[config.mk]
export PLATFORM = sky130hd
export DESIGN_NAME = hbd_lock_order
export DESIGN_NICKNAME = d
export VERILOG_FILES = /design/src/hdl/hbd_pkg.sv /design/src/hdl/hbd_lock_order.sv /design/src/hdl/hbd_skid.sv /design/src/hdl/hbd_sync.sv
export SDC_FILE = /design/constraint.sdc
export NUM_CORES = 1
export LEC_CHECK = 0
export BUFFER_PORTS_ARGS = -buffer_cell sky130_fd_sc_hd__buf_4
export CAP_MARGIN = 20
export CORE_UTILIZATION = 40
export DETAILED_ROUTE_END_ITERATION = 6
export PLACE_DENSITY = 0.73
export SETUP_SLACK_MARGIN = 0.05
export SLEW_MARGIN = 0
export SYNTH_ARGS = -nofsm -noshare
export SYNTH_HDL_FRONTEND = slang
export SYNTH_SLANG_ARGS = --single-unit
[constraint.sdc]
create_clock -name sys_clk -period 9.6 [get_ports sys_clk]
set_input_delay 1.92 -clock sys_clk [delete_from_list [all_inputs] [get_ports sys_clk]]
set_output_delay 1.92 -clock sys_clk [all_outputs]
set_load 0.005 [all_outputs]
[src/hdl/hbd_pkg.sv]
// shared constants and types for the bridge lock and ordering block
package hbd_pkg;
  // width of the lock threshold fields and of the pci fifo fill level
  localparam int THR_W = 4;
  // threshold code that keeps the old behaviour: resolve only on fifo full or empty
  localparam logic [THR_W-1:0] THR_FIFO_FULL = 4'h0;
  // processor-side transaction kinds
  localparam logic [1:0] KIND_READ = 2'h0;
  localparam logic [1:0] KIND_POSTED = 2'h1;
  localparam logic [1:0] KIND_NONPOSTED = 2'h2;
  localparam logic [1:0] KIND_OWN_REG = 2'h3;
  // speculative request lifetime in clocks
  localparam logic [4:0] SPEC_CLOCKS = 5'h10;
  // speculative requesting is on after reset
  localparam logic SPEC_EN_RESET = 1'b1;
  // processor-side slave states
  typedef enum logic [1:0] {CS_IDLE, CS_DRAIN, CS_ISSUED} hbd_cpu_state_type;
endpackage : hbd_pkg

[src/hdl/hbd_lock_order.sv]
// bridge lock detection, resolution, speculative request and ordering control
//
// How it works
// RULE1: each slave side raises stall while its transaction needs the opposite bus
// RULE2: both stalls together is bridge lock; processor-side slave backs out unless its cycle is a posted write
// RULE3: a processor read hit by resolution ends in retry and drops partial data
// RULE4: posted processor writes finish under resolution; non-posted writes are retried
// RULE5: masters should place non-posted sensitive writes on mod-4 boundaries
// RULE6: the pci master logic decides resolution and removes the queued command
// RULE7: resolution also fires on programmable write or read fifo thresholds
// RULE8: optional early back-out of a stalled cycle on any pci slave activity
// RULE9: resolution on a compelled cycle raises a speculative pci request if enabled
// RULE10: an unused speculative request drops after 16 clocks
// RULE11: speculative requesting is on after reset and software can turn it off
// RULE12: commands leave toward pci in the order they arrived
// RULE13: reads and compelled writes wait until earlier posted writes are drained
// RULE14: pci config to own registers waits while posted writes are outstanding
// RULE15: processor access to own registers waits for all its posted writes
// RULE16: with cpu flush-before-read a processor read waits for an empty pci fifo
// RULE17: with cpu flush-before-read a read retries while pci posted write is pending
// RULE18: with pci flush-before-read a pci read waits for an empty cpu-bound fifo
// RULE19: cpu posted-pending sets on posted commit, holds until pci fifo empties
// RULE20: with pci flush-before-read a pci read retries while cpu posted is pending
// RULE21: the two flush-before-read controls act independently
// RULE22: pci-side indications pass a two-flop synchroniser before use
`timescale 1ns/1ps
module hbd_lock_order
  import hbd_pkg::*;
#(
  parameter int CMD_W = 32
) (
  input wire logic sys_clk,
  input wire logic srst,
  input wire logic ctl_write,
  input wire logic ctl_spec_enable,
  input wire logic [THR_W-1:0] write_lock_threshold,
  input wire logic [THR_W-1:0] read_lock_threshold,
  input wire logic cpu_flush_before_read,
  input wire logic pci_flush_before_read,
  input wire logic release_on_pci_activity,
  input wire logic cpu_req,
  input wire logic [1:0] cpu_kind,
  input wire logic [CMD_W-1:0] cpu_cmd,
  input wire logic cpu_rd_avail,
  input wire logic cpu_cpl,
  input wire logic [THR_W-1:0] pci_fifo_level,
  input wire logic pci_fifo_full,
  input wire logic pci_bound_empty,
  input wire logic cpu_bound_empty,
  input wire logic pci_active,
  input wire logic pci_rd_nodata,
  input wire logic pci_nonposted,
  input wire logic pci_posted,
  input wire logic pci_read_decoded,
  input wire logic pci_cfg_own,
  input wire logic pci_posted_pending,
  input wire logic cmd_ready,
  output logic cmd_valid,
  output logic [1:0] cmd_kind,
  output logic [CMD_W-1:0] cmd_data,
  output logic cpu_ack,
  output logic cpu_retry,
  output logic cpu_wait,
  output logic cpu_stall,
  output logic cpu_posted_pending,
  output logic pci_stall,
  output logic bridge_lock,
  output logic pci_req,
  output logic pci_read_wait,
  output logic pci_read_retry,
  output logic pci_cfg_hold,
  output logic speculative_request_enable
);
  hbd_cpu_state_type state;
  hbd_cpu_state_type next_state;
  logic [1:0] kind_q;
  logic [CMD_W-1:0] cmd_q;
  logic [6:0] pci_raw;
  logic [6:0] pci_s;
  logic act_s, nodata_s, nonpost_s, post_s, rdec_s, cfg_s, ppend_s;
  logic skid_in_ready;
  logic [CMD_W+1:0] skid_out;
  logic drained, compelled, cpu_stall_now, pci_stall_now;
  logic both_stalled, wthr_hit, rthr_hit, lock_go;
  logic push, ack_now, retry_now, wait_now, flush;
  logic spec_act;
  logic [4:0] spec_cnt;

  if (CMD_W < 8) begin : g_bad_cmd_w
    $error("hbd_lock_order: CMD_W must be at least 8");
  end

  // threshold compare shared by the write and read triggers
  function automatic logic thr_hit(input logic [THR_W-1:0] thr,
                                   input logic [THR_W-1:0] level,
                                   input logic edge_flag,
                                   input logic is_read);
    if (thr == THR_FIFO_FULL) begin
      thr_hit = edge_flag;
    end else if (is_read) begin
      thr_hit = (level <= thr);
    end else begin
      thr_hit = (level >= thr);
    end
  endfunction : thr_hit

  // pci slave levels come from the other clock domain
  assign pci_raw = {pci_posted_pending, pci_cfg_own, pci_read_decoded, pci_posted,
                    pci_nonposted, pci_rd_nodata, pci_active};
  hbd_sync #(.WIDTH(7)) u_sync (  // RULE22
    .sys_clk(sys_clk),
    .srst(srst),
    .async_in(pci_raw),
    .sync_out(pci_s)
  );
  assign {ppend_s, cfg_s, rdec_s, post_s, nonpost_s, nodata_s, act_s} = pci_s;

  // pci-bound command queue; a stalled pci master side back-pressures the fsm
  hbd_skid #(.WIDTH(CMD_W + 2)) u_skid (  // RULE12
    .sys_clk(sys_clk),
    .srst(srst),
    .flush(flush),
    .in_valid(push),
    .in_data({kind_q, cmd_q}),
    .in_ready(skid_in_ready),
    .out_valid(cmd_valid),
    .out_data(skid_out),
    .out_ready(cmd_ready)
  );
  assign cmd_kind = skid_out[CMD_W+1:CMD_W];
  assign cmd_data = skid_out[CMD_W-1:0];

  // drained: nothing processor-originated is left on its way to pci
  assign drained = pci_bound_empty && !cmd_valid;
  assign compelled = (kind_q == KIND_READ) || (kind_q == KIND_NONPOSTED);

  // stall terms of both slaves toward the pci master logic
  assign cpu_stall_now = (state != CS_IDLE) &&
                         (((kind_q == KIND_READ) && !cpu_rd_avail) ||
                          (kind_q == KIND_NONPOSTED) ||
                          ((kind_q == KIND_POSTED) && !skid_in_ready));  // RULE1
  assign pci_stall_now = act_s && (nodata_s || nonpost_s ||
                                   (post_s && pci_fifo_full));  // RULE1

  // lock decision lives here, next to the queue it may have to empty
  assign both_stalled = cpu_stall_now && pci_stall_now;  // RULE2
  assign wthr_hit = act_s && post_s &&
                    thr_hit(write_lock_threshold, pci_fifo_level, pci_fifo_full, 1'b0);  // RULE7
  assign rthr_hit = act_s && rdec_s &&
                    thr_hit(read_lock_threshold, pci_fifo_level, nodata_s, 1'b1);  // RULE7
  // posted writes are never backed out since they are guaranteed to finish
  assign lock_go = cpu_stall_now && compelled &&
                   (both_stalled || wthr_hit || rthr_hit ||
                    (release_on_pci_activity && act_s));  // RULE6 RULE8 RULE4

  // processor-side slave sequencing
  always_comb begin
    next_state = state;
    push = 1'b0;
    ack_now = 1'b0;
    retry_now = 1'b0;
    wait_now = 1'b0;
    flush = 1'b0;
    case (state)
      CS_IDLE: begin
        if (cpu_req) begin
          next_state = CS_DRAIN;
        end
      end
      CS_DRAIN: begin
        case (kind_q)
          KIND_POSTED: begin
            push = 1'b1;  // RULE4
            if (skid_in_ready) begin
              ack_now = 1'b1;
              next_state = CS_IDLE;
            end else begin
              wait_now = 1'b1;
            end
          end
          KIND_OWN_REG: begin
            if (drained && !cpu_posted_pending) begin  // RULE15
              ack_now = 1'b1;
              next_state = CS_IDLE;
            end else begin
              wait_now = 1'b1;
            end
          end
          default: begin
            if (kind_q == KIND_READ && cpu_flush_before_read && ppend_s) begin
              retry_now = 1'b1;  // RULE17
              next_state = CS_IDLE;
            end else if (lock_go) begin
              retry_now = 1'b1;  // RULE3 RULE4
              next_state = CS_IDLE;
            end else if (drained) begin  // RULE13 RULE16
              push = 1'b1;
              next_state = CS_ISSUED;
            end else begin
              wait_now = 1'b1;
            end
          end
        endcase
      end
      CS_ISSUED: begin
        if (lock_go) begin
          retry_now = 1'b1;  // RULE3
          flush = 1'b1;  // RULE6
          next_state = CS_IDLE;
        end else if ((kind_q == KIND_READ) ? cpu_rd_avail : cpu_cpl) begin
          ack_now = 1'b1;
          next_state = CS_IDLE;
        end else begin
          wait_now = 1'b1;
        end
      end
      default: begin
        next_state = CS_IDLE;
      end
    endcase
  end

  // state and captured request
  always_ff @(posedge sys_clk) begin
    if (srst) begin
      state <= CS_IDLE;
      kind_q <= KIND_READ;
      cmd_q <= '0;
    end else begin
      state <= next_state;
      if (state == CS_IDLE && cpu_req) begin
        kind_q <= cpu_kind;
        cmd_q <= cpu_cmd;
      end
    end
  end

  // processor-side answers; a retry drops whatever read data arrived so far
  always_ff @(posedge sys_clk) begin
    if (srst) begin
      cpu_ack <= 1'b0;
      cpu_retry <= 1'b0;
      cpu_wait <= 1'b0;
      cpu_stall <= 1'b0;
      pci_stall <= 1'b0;
      bridge_lock <= 1'b0;
    end else begin
      cpu_ack <= ack_now;
      cpu_retry <= retry_now;  // RULE3
      cpu_wait <= wait_now;
      cpu_stall <= cpu_stall_now;
      pci_stall <= pci_stall_now;
      bridge_lock <= both_stalled;
    end
  end

  // posted-pending: a commit in the same cycle as the drain wins
  always_ff @(posedge sys_clk) begin
    if (srst) begin
      cpu_posted_pending <= 1'b0;
    end else if (push && kind_q == KIND_POSTED && skid_in_ready) begin
      cpu_posted_pending <= 1'b1;  // RULE19
    end else if (drained) begin
      cpu_posted_pending <= 1'b0;  // RULE19
    end
  end

  // software control of speculative requesting
  always_ff @(posedge sys_clk) begin
    if (srst) begin
      speculative_request_enable <= SPEC_EN_RESET;  // RULE11
    end else if (ctl_write) begin
      speculative_request_enable <= ctl_spec_enable;  // RULE11
    end
  end

  // speculative request: benign, so it is withdrawn on its own after a fixed time
  always_ff @(posedge sys_clk) begin
    if (srst) begin
      spec_act <= 1'b0;
      spec_cnt <= '0;
    end else if (lock_go && speculative_request_enable) begin
      spec_act <= 1'b1;  // RULE9
      spec_cnt <= SPEC_CLOCKS;
    end else if (cmd_valid || spec_cnt == 5'h01) begin
      spec_act <= 1'b0;  // RULE10
      spec_cnt <= '0;
    end else if (spec_act) begin
      spec_cnt <= spec_cnt - 5'h01;
    end
  end

  // a queued command turns the speculative request into a real one
  always_ff @(posedge sys_clk) begin
    if (srst) begin
      pci_req <= 1'b0;
    end else begin
      pci_req <= spec_act || cmd_valid;
    end
  end

  // pci-side holds; each flush control looks only at its own direction
  always_ff @(posedge sys_clk) begin
    if (srst) begin
      pci_read_wait <= 1'b0;
      pci_read_retry <= 1'b0;
      pci_cfg_hold <= 1'b0;
    end else begin
      pci_read_wait <= pci_flush_before_read && rdec_s && !cpu_bound_empty;  // RULE18 RULE21
      pci_read_retry <= pci_flush_before_read && rdec_s && cpu_posted_pending;  // RULE20 RULE21
      pci_cfg_hold <= cfg_s && (cpu_posted_pending || !cpu_bound_empty || ppend_s);  // RULE14
    end
  end

  // helper: length of an unused speculative request
  logic [5:0] spec_run;
  always_ff @(posedge sys_clk) begin
    if (srst || !spec_act) begin
      spec_run <= '0;
    end else begin
      spec_run <= spec_run + 6'h01;
    end
  end

  a_spec_limit: assert property (@(posedge sys_clk) disable iff (srst)  // RULE10
    spec_run <= 6'h10) else $error("speculative request held over 16 clocks");
  a_spec_start: assert property (@(posedge sys_clk) disable iff (srst)  // RULE9
    (lock_go && speculative_request_enable) |=> ##1 pci_req)
    else $error("no speculative request after lock resolution");
  a_spec_default: assert property (@(posedge sys_clk)  // RULE11
    srst |=> speculative_request_enable) else $error("speculative mode not on after reset");
  a_lock_retry: assert property (@(posedge sys_clk) disable iff (srst)  // RULE2
    (both_stalled && compelled && state != CS_IDLE) |=> cpu_retry && state == CS_IDLE)
    else $error("bridge lock did not retry the processor cycle");
  a_posted_finish: assert property (@(posedge sys_clk) disable iff (srst)  // RULE4
    (state == CS_DRAIN && kind_q == KIND_POSTED) |=> !cpu_retry)
    else $error("posted write was retried");
  a_stall_nonposted: assert property (@(posedge sys_clk) disable iff (srst)  // RULE1
    (state != CS_IDLE && kind_q == KIND_NONPOSTED) |=> cpu_stall)
    else $error("non-posted write without stall");
  a_fbr_retry: assert property (@(posedge sys_clk) disable iff (srst)  // RULE17
    (state == CS_DRAIN && kind_q == KIND_READ && cpu_flush_before_read && ppend_s)
    |=> cpu_retry) else $error("read not retried with pci posted write pending");
  a_issue_drained: assert property (@(posedge sys_clk) disable iff (srst)  // RULE13
    $rose(state == CS_ISSUED) |-> $past(drained))
    else $error("compelled cycle issued before posted writes drained");
  a_own_reg_order: assert property (@(posedge sys_clk) disable iff (srst)  // RULE15
    (cpu_ack && kind_q == KIND_OWN_REG) |-> $past(!cpu_posted_pending))
    else $error("own register access while posted writes pending");
  a_pending_hold: assert property (@(posedge sys_clk) disable iff (srst)  // RULE19
    (cpu_posted_pending && !drained) |=> cpu_posted_pending)
    else $error("posted-pending dropped before fifo empty");
  a_pci_retry: assert property (@(posedge sys_clk) disable iff (srst)  // RULE20
    pci_read_retry |-> $past(pci_flush_before_read && cpu_posted_pending))
    else $error("pci read retry without cause");
  a_cfg_hold: assert property (@(posedge sys_clk) disable iff (srst)  // RULE14
    (cfg_s && cpu_posted_pending) |=> pci_cfg_hold)
    else $error("config access not held with posted writes outstanding");
endmodule : hbd_lock_order

[src/hdl/hbd_skid.sv]
// two-entry command buffer with valid/ready on both sides and a flush
`timescale 1ns/1ps
module hbd_skid #(
  parameter int WIDTH = 34
) (
  input wire logic sys_clk,
  input wire logic srst,
  input wire logic flush,
  input wire logic in_valid,
  input wire logic [WIDTH-1:0] in_data,
  output logic in_ready,
  output logic out_valid,
  output logic [WIDTH-1:0] out_data,
  input wire logic out_ready
);
  logic [WIDTH-1:0] tail;
  logic tail_vld;
  logic push;
  logic pop;

  if (WIDTH < 1) begin : g_bad_width
    $error("hbd_skid: WIDTH must be at least 1");
  end

  // head sits in out_data so the output comes straight from flops
  assign in_ready = !tail_vld;
  assign push = in_valid && !tail_vld;
  assign pop = out_valid && out_ready;

  // shift-style storage keeps entries strictly in arrival order
  always_ff @(posedge sys_clk) begin
    if (srst || flush) begin
      out_valid <= 1'b0;
      tail_vld <= 1'b0;
    end else begin
      if (pop) begin
        out_valid <= tail_vld || push;
        out_data <= tail_vld ? tail : in_data;
        tail_vld <= tail_vld && push;
        if (tail_vld && push) begin
          tail <= in_data;
        end
      end else if (push) begin
        if (!out_valid) begin
          out_valid <= 1'b1;
          out_data <= in_data;
        end else begin
          tail_vld <= 1'b1;
          tail <= in_data;
        end
      end
    end
  end
endmodule : hbd_skid

[src/hdl/hbd_sync.sv]
// two-flop level synchroniser for signals from the pci slave domain
`timescale 1ns/1ps
module hbd_sync #(
  parameter int WIDTH = 1
) (
  input wire logic sys_clk,
  input wire logic srst,
  input wire logic [WIDTH-1:0] async_in,
  output logic [WIDTH-1:0] sync_out
);
  logic [WIDTH-1:0] meta;

  if (WIDTH < 1) begin : g_bad_width
    $error("hbd_sync: WIDTH must be at least 1");
  end

  // each bit is an independent level; meta feeds only the second stage
  always_ff @(posedge sys_clk) begin
    if (srst) begin
      meta <= '0;
      sync_out <= '0;
    end else begin
      meta <= async_in;
      sync_out <= meta;
    end
  end
endmodule : hbd_sync

## After elaboration in Yosys (flattened, before gate mapping)

Cells that the tools add are included.
W data, S select, Z words.

| operators by class | value |
|---|---|
| add/subtract/negate cells | 1 |
| magnitude comparators | 2 |
| eq/ne operators | 13 |
| muxes and demuxes | 58 |
| bitwise gates (word level) | 1 |
| reduce and logical (&&, ||, !) cells | 63 |

Operators by type and width:

| kind | count |
|---|---|
| $mux W34 | 8 |
| $mux W1 | 31 |
| $logic_and A1 B1 Y1 | 28 |
| $mux W2 | 8 |
| $mux W5 | 3 |
| $logic_or A1 B1 Y1 | 14 |
| $pmux W1 S2 | 6 |
| $reduce_bool A2 Y1 | 5 |
| $ne A3 B3 Y1 const B | 3 |
| $logic_not A4 Y1 | 2 |
| $eq A2 B2 Y1 const B | 3 |
| $ne A2 B2 Y1 const B | 3 |
| $ne A6 B6 Y1 const B | 1 |
| $pmux W2 S3 | 1 |
| $eq A5 B1 Y1 const B | 1 |
| $logic_not A1 Y1 | 5 |
| $reduce_and A5 Y1 | 1 |
| $sub A5 B1 Y5 const B | 1 |
| $eq A2 B1 Y1 const B | 2 |
| $ge A4 B4 Y1 | 1 |
| $le A4 B4 Y1 | 1 |
| $logic_not A2 Y1 | 2 |
| $pmux W2 S2 | 1 |
| $reduce_and A4 Y1 | 1 |
| 6 further kinds | 6 |

| word-level totals | value |
|---|---|
| bits in registers | 138 |
| input bits | 67 |
| output and inout port bits | 47 |
| word-level logic and storage cells | 162 |

## Longest topological paths before layout

| logic depth | value |
|---|---|
| depth in word-level cells | 18 |
| depth in mapped cells | 9 |
| gate-level depth less buffers | 9 |

## Modules after synthesis

A second synthesis with hierarchy kept.

| unflattened totals | value |
|---|---|
| cells, all modules | 441 |
| area total of the unflattened synthesis | 5535.3 sq um |

Modules (own cells, without submodules):

| module | instances | cells each | area each (sq um) | sequential area each (sq um) |
|---|---|---|---|---|
| hbd_skid | 1 | 119 | 2695.1 | 2082.0 |
| hbd_lock_order | 1 | 293 | 2432.3 | 1081.0 |
| hbd_sync | 1 | 29 | 407.9 | 280.3 |

## Worst setup path after synthesis

OpenSTA, ideal clock, no wires.

| path | value |
|---|---|
| kind | input port to flip-flop |
| from | input port pci_fifo_level[0] |
| to | register u_skid.out_data[0], enable pin |
| library setup time | 395 ps |
| data arrival time | 4240 ps |
| data required time | 9205 ps |
| setup slack | 4965 ps |
| stages | 9 |
| buffers on the path | 0 |
| cells stage by stage | inv_1 -> ha_1 -> nor3b_1 -> o21ai_0 -> o2111ai_1 -> o211a_1 -> o221ai_2 -> nor3_1 -> o311a_1 |

| between the ends | value |
|---|---|
| cells in the longest elaborated chain, start to end | 14 |
| elaborated cells on any way between the ends | 21 |
| those cells by class | 2 x order compare; 8 x mux; 1 x bitwise; 10 x reduce/logical |

Ends and longest elaborated chain:

| what | RTL line | RTL |
|---|---|---|
| start, declared | hbd_lock_order.sv:46 | `input wire logic [THR_W-1:0] pci_fifo_level,` |
| $ge A4 B4 Y1 | hbd_lock_order.sv:103 | `thr_hit = (level >= thr);` |
| $mux W1 | hbd_lock_order.sv:98 | `if (thr == THR_FIFO_FULL) begin` |
| $logic_and A1 B1 Y1 | hbd_lock_order.sv:147 | `assign wthr_hit = act_s && post_s &&` |
| $logic_or A1 B1 Y1 | hbd_lock_order.sv:153 | `(both_stalled \|\| wthr_hit \|\| rthr_hit \|\|` |
| $logic_or A1 B1 Y1 * (2 in a row) | hbd_lock_order.sv:153 |  |
| $logic_and A1 B1 Y1 * | hbd_lock_order.sv:152 | `assign lock_go = cpu_stall_now && compelled &&` |
| $mux W1 | hbd_lock_order.sv:193 | `end else if (lock_go) begin` |
| $mux W1 | hbd_lock_order.sv:190 | `if (kind_q == KIND_READ && cpu_flush_before_read && ppend_s) begin` |
| $pmux W1 S2 | hbd_lock_order.sv:171 | `case (kind_q)` |
| $mux W1 | hbd_lock_order.sv:164 | `case (state)` |
| $logic_and A1 B1 Y1 | hbd_skid.sv:27 | `assign push = in_valid && !tail_vld;` |
| $reduce_bool A2 Y1 (no source line) | n/a |  |
| $reduce_and A3 Y1 (no source line) * | n/a |  |
| end signal, assigned | hbd_skid.sv:38 | `out_data <= tail_vld ? tail : in_data;` |
| end signal, assigned | hbd_skid.sv:46 | `out_data <= in_data;` |
| end, declared | hbd_skid.sv:13 | `output logic [WIDTH-1:0] out_data,` |

Mark *: on every way between the ends. The rest lies on a longest branch, timed or not.
A chain may end at the register's enable or synchronous reset.

## Worst setup path after layout

| path | value |
|---|---|
| from | input port pci_fifo_level[0] |
| to | register u_skid.out_data[18], enable pin |

The elaborated chain is that of the path after synthesis.

==> flow_metrics.tcl <==
set metrics [dict create \
    outcome "finished, final reports clean" \
    cp_slowest_stage_delay_ns 0.82 \
    yosysMostFrequentCell "nand2_1" \
    tightest_slew_ns 0.898 \
    synth_cell_types 44 \
    antenna_found_initial 0 \
    max_slew_margin_pct 40.1 \
    yosysTopAreaCell "edfxtp_1" \
    path_class "in -> reg" \
    ctsHtreeMaxLevel 4 \
    reg2reg_from "u_sync.sync_out[3]" \
    holdCritPathClass "reg -> reg" \
    antenna_left 0 \
    clock_sinks 138 \
    hpwl_um 7320 \
    max_freq_mhz 224 \
    groute.usage.overall_pct 17.3 \
    slew_viol_final 0 \
    synth_area_leaders "edfxtp_1, dfxtp_1, mux2_2" \
    insertion_delay_ns 0.42 \
    p_leak_nw 2.78 \
    core_area_um2 12800 \
    setup_ws_ns 5.14 \
    die_w_um 117 \
    power.share.clock_pct 38.5 \
    finalCriticalPeriod_ns 4.46 \
    arrival_ns 4.50 \
    place.gp.congestion 0.898 \
    hold_buffers 0 \
    grt_start_max_net_pins 60 \
    worstPathCellList "buf_4, inv_1, ha_1, nor3b_1, o21ai_0, o2111ai_1, o211a_1, o221ai_2, nor3_1, o311a_2" \
    switching_share_pct 25.6 \
    initial_core_util_pct 41.5 \
    wl_per_cell_um 14.8 \
    viasPerCell 4.98 \
    synth_top_area_share_pct 38.5 \
    maxCapViolCount 0 \
    die-area_um2 13700 \
    seq_area_frac_synth_pct 65.0 \
    grt_pass1_wl_um 17300 \
    yosys-top-cells-count "nand2_1, dfxtp_1, edfxtp_1" \
    clockRootBuffer "clkbuf_16" \
    synth-edff-count 68 \
    grt.overflow.total 0 \
    vdd_drop_max_uv 137 \
    cts_setup_buffers 0 \
    vias 3680 \
    cp_slowest_cell "o311a_2" \
    ctsLongestPathBuffers 2 \
    synth-main-ff-cell "dfxtp_1" \
    seq_power_share_pct 46.2 \
    finalClockSkew_ns 0.00845 \
    cp_max_fo 34 \
    rsz0062_at_grt "no" \
    ff2ff_setup_slack_ns 6.80 \
    clk_pin_slew_ns 0.06 \
    switching_power_mw 0.402 \
    endpoint_kind "flip-flop" \
    cts_made_buffers 17 \
    synth-seq-cells 138 \
    routed_wl_um 10900 \
    fin_crit_sh_pct 46.4 \
    r2r_cells 6 \
    io_buffers 113 \
    rows 41 \
    syn_to_final_growth_pct 29.5 \
    diodes 0 \
    crit_required_ns 9.64 \
    syn_avg_cell_area_um2 12.0 \
    regToRegEndpoint "u_skid.out_data[18]" \
    drt_iter0_drc 336 \
    hold_violations 0 \
    remaining_drc_errors 0 \
    grt_pass1_vias 3578 \
    cts_tree "yes" \
    synth_nets 522 \
    io_pins 114 \
    die_y_um 117 \
    synth_cells 441 \
    synthArstFlopShare_pct 0 \
    p_int_mw 1.17 \
    syn_area_um2 5300 \
    setup_tns_ns 0 \
    post_cts_resized 0 \
    cp-start-kind "input pin" \
    place_ws_ns 4.79 \
    dr.pass1.iters 4 \
    final_net_count 636 \
    drive_gt1_share_pct 33.0 \
    startpoint "pci_fifo_level[0]" \
    combPwrFrac_pct 15.3 \
    yosys_warnings 0 \
    p_per_area_nw_per_um2 229 \
    setup_viol 0 \
    crit_end "u_skid.out_data[18]" \
]
## placed cells by master (no fill, tap or decap), types with 2 or more instances in the layout
master and instances:
a21oi_1 46, or3_1 2, clkbuf_16 17, nand2b_1 3, nor2_1 14, buf_4 115
o21ai_0 5, clkinv_4 2, inv_6 2, o211ai_1 3, nor4_1 2, xnor2_1 2
nor3b_1 2, clkinv_2 4, nor2b_1 20, clkbuf_8 2, o211a_1 2, edfxtp_1 68
mux2_2 34, ha_1 14, nand2_1 83, and4_1 2, inv_1 14, mux2i_1 3
and3_1 2, o22a_1 2, dfxtp_1 70, nor4b_1 2, nor3_1 5, and2_1 2
## worst max-delay path: cells and delay by family
kind / cells / cell delay, ns
AO/OA/AOI/OAI: 5 / 1.62
adder cells (fa/ha/maj): 1 / 0.23
buffers and inverters: 2 / 0.18
AND/OR/NAND/NOR: 2 / 0.53
## power by group through the flow
stage          logic [mW]  clock network, mW  registers [mW]
6_report            0.239              0.604           0.725
5_1_grt             0.269              0.637           0.733
4_1_cts             0.242              0.613           0.725
3_5_place_dp        0.240                  0           0.737
3_3_place_gp        0.233                  0           0.734
2_1_floorplan       0.143                  0           0.726
## per-layer routing
| metal | part of all wire (%) | GRT usage, % | vias to the layer above |
|---|---|---|---|
| met3 | 6.7 | 5.46 | 21 |
| met5 | 0 | 0 | - |
| li1 | - | - | 1776 |
| met1 | 45 | 22.0 | 1733 |
| met4 | 1.8 | 8.19 | 0 |
| met2 | 46 | 27.0 | 150 |
## sequential cells by signal, indices dropped and copies added (netlist names), 2 cells and up
signal / count
u_sync.sync_out: 7
u_skid.out_data: 34
spec_cnt: 5
u_sync.meta: 7
cmd_q: 32
state: 2
u_skid.tail: 34
kind_q: 2
## layout make-up
cell class | count | area [um2]
clock inverter | 11 | 96.3
fill | 1088 | 5910
timing repair buffer | 115 | 863
sequential | 138 | 3440
multi-input combinational | 269 | 1730
tap | 172 | 215
inverter | 14 | 52.6
clock buffer | 20 | 457
## stage by stage
step                total power [mW]  instance area [um2]  hold WS [ns]  cells  util (%)
global placement               0.967                 6310         0.420    708      49.4
floorplan                      0.868                 5300         0.403    441         -
detailed placement             0.977                 6310         0.426    708      49.4
finish                          1.57                 6860         0.441    739      53.7
global route                    1.64                 6860         0.457    739      53.7
CTS                             1.58                 6860         0.443    739      53.7
## kinds of logic after synthesis
family                   count (synthesis)  synth area share [%]
multiplexers                            37                  7.79
AO/OA/AOI/OAI                           70                  8.27
buffers and inverters                   34                  2.43
AND/OR/NAND/NOR                        145                  12.7
flip-flops                             138                  65.0
XOR/XNOR                                 3                 0.496
adder cells (fa/ha/maj)                 14                  3.31
## how the worst min path moves through the flow
| stage | from | endpoint | slack [ns] | cells after the start |
|---|---|---|---|---|
| finish | u_sync.meta[4] | u_sync.sync_out[4] | 0.44 | 1 |
| global route | u_sync.meta[6] | u_sync.sync_out[6] | 0.46 | 1 |
| CTS | u_sync.meta[4] | u_sync.sync_out[4] | 0.44 | 1 |
| detailed placement | u_sync.meta[5] | u_sync.sync_out[5] | 0.43 | 1 |
| global placement | u_sync.meta[4] | u_sync.sync_out[4] | 0.42 | 1 |
| floorplan | kind_q[1] | u_skid.tail[33] | 0.40 | 0 |
(Power assumes the default switching activity.)
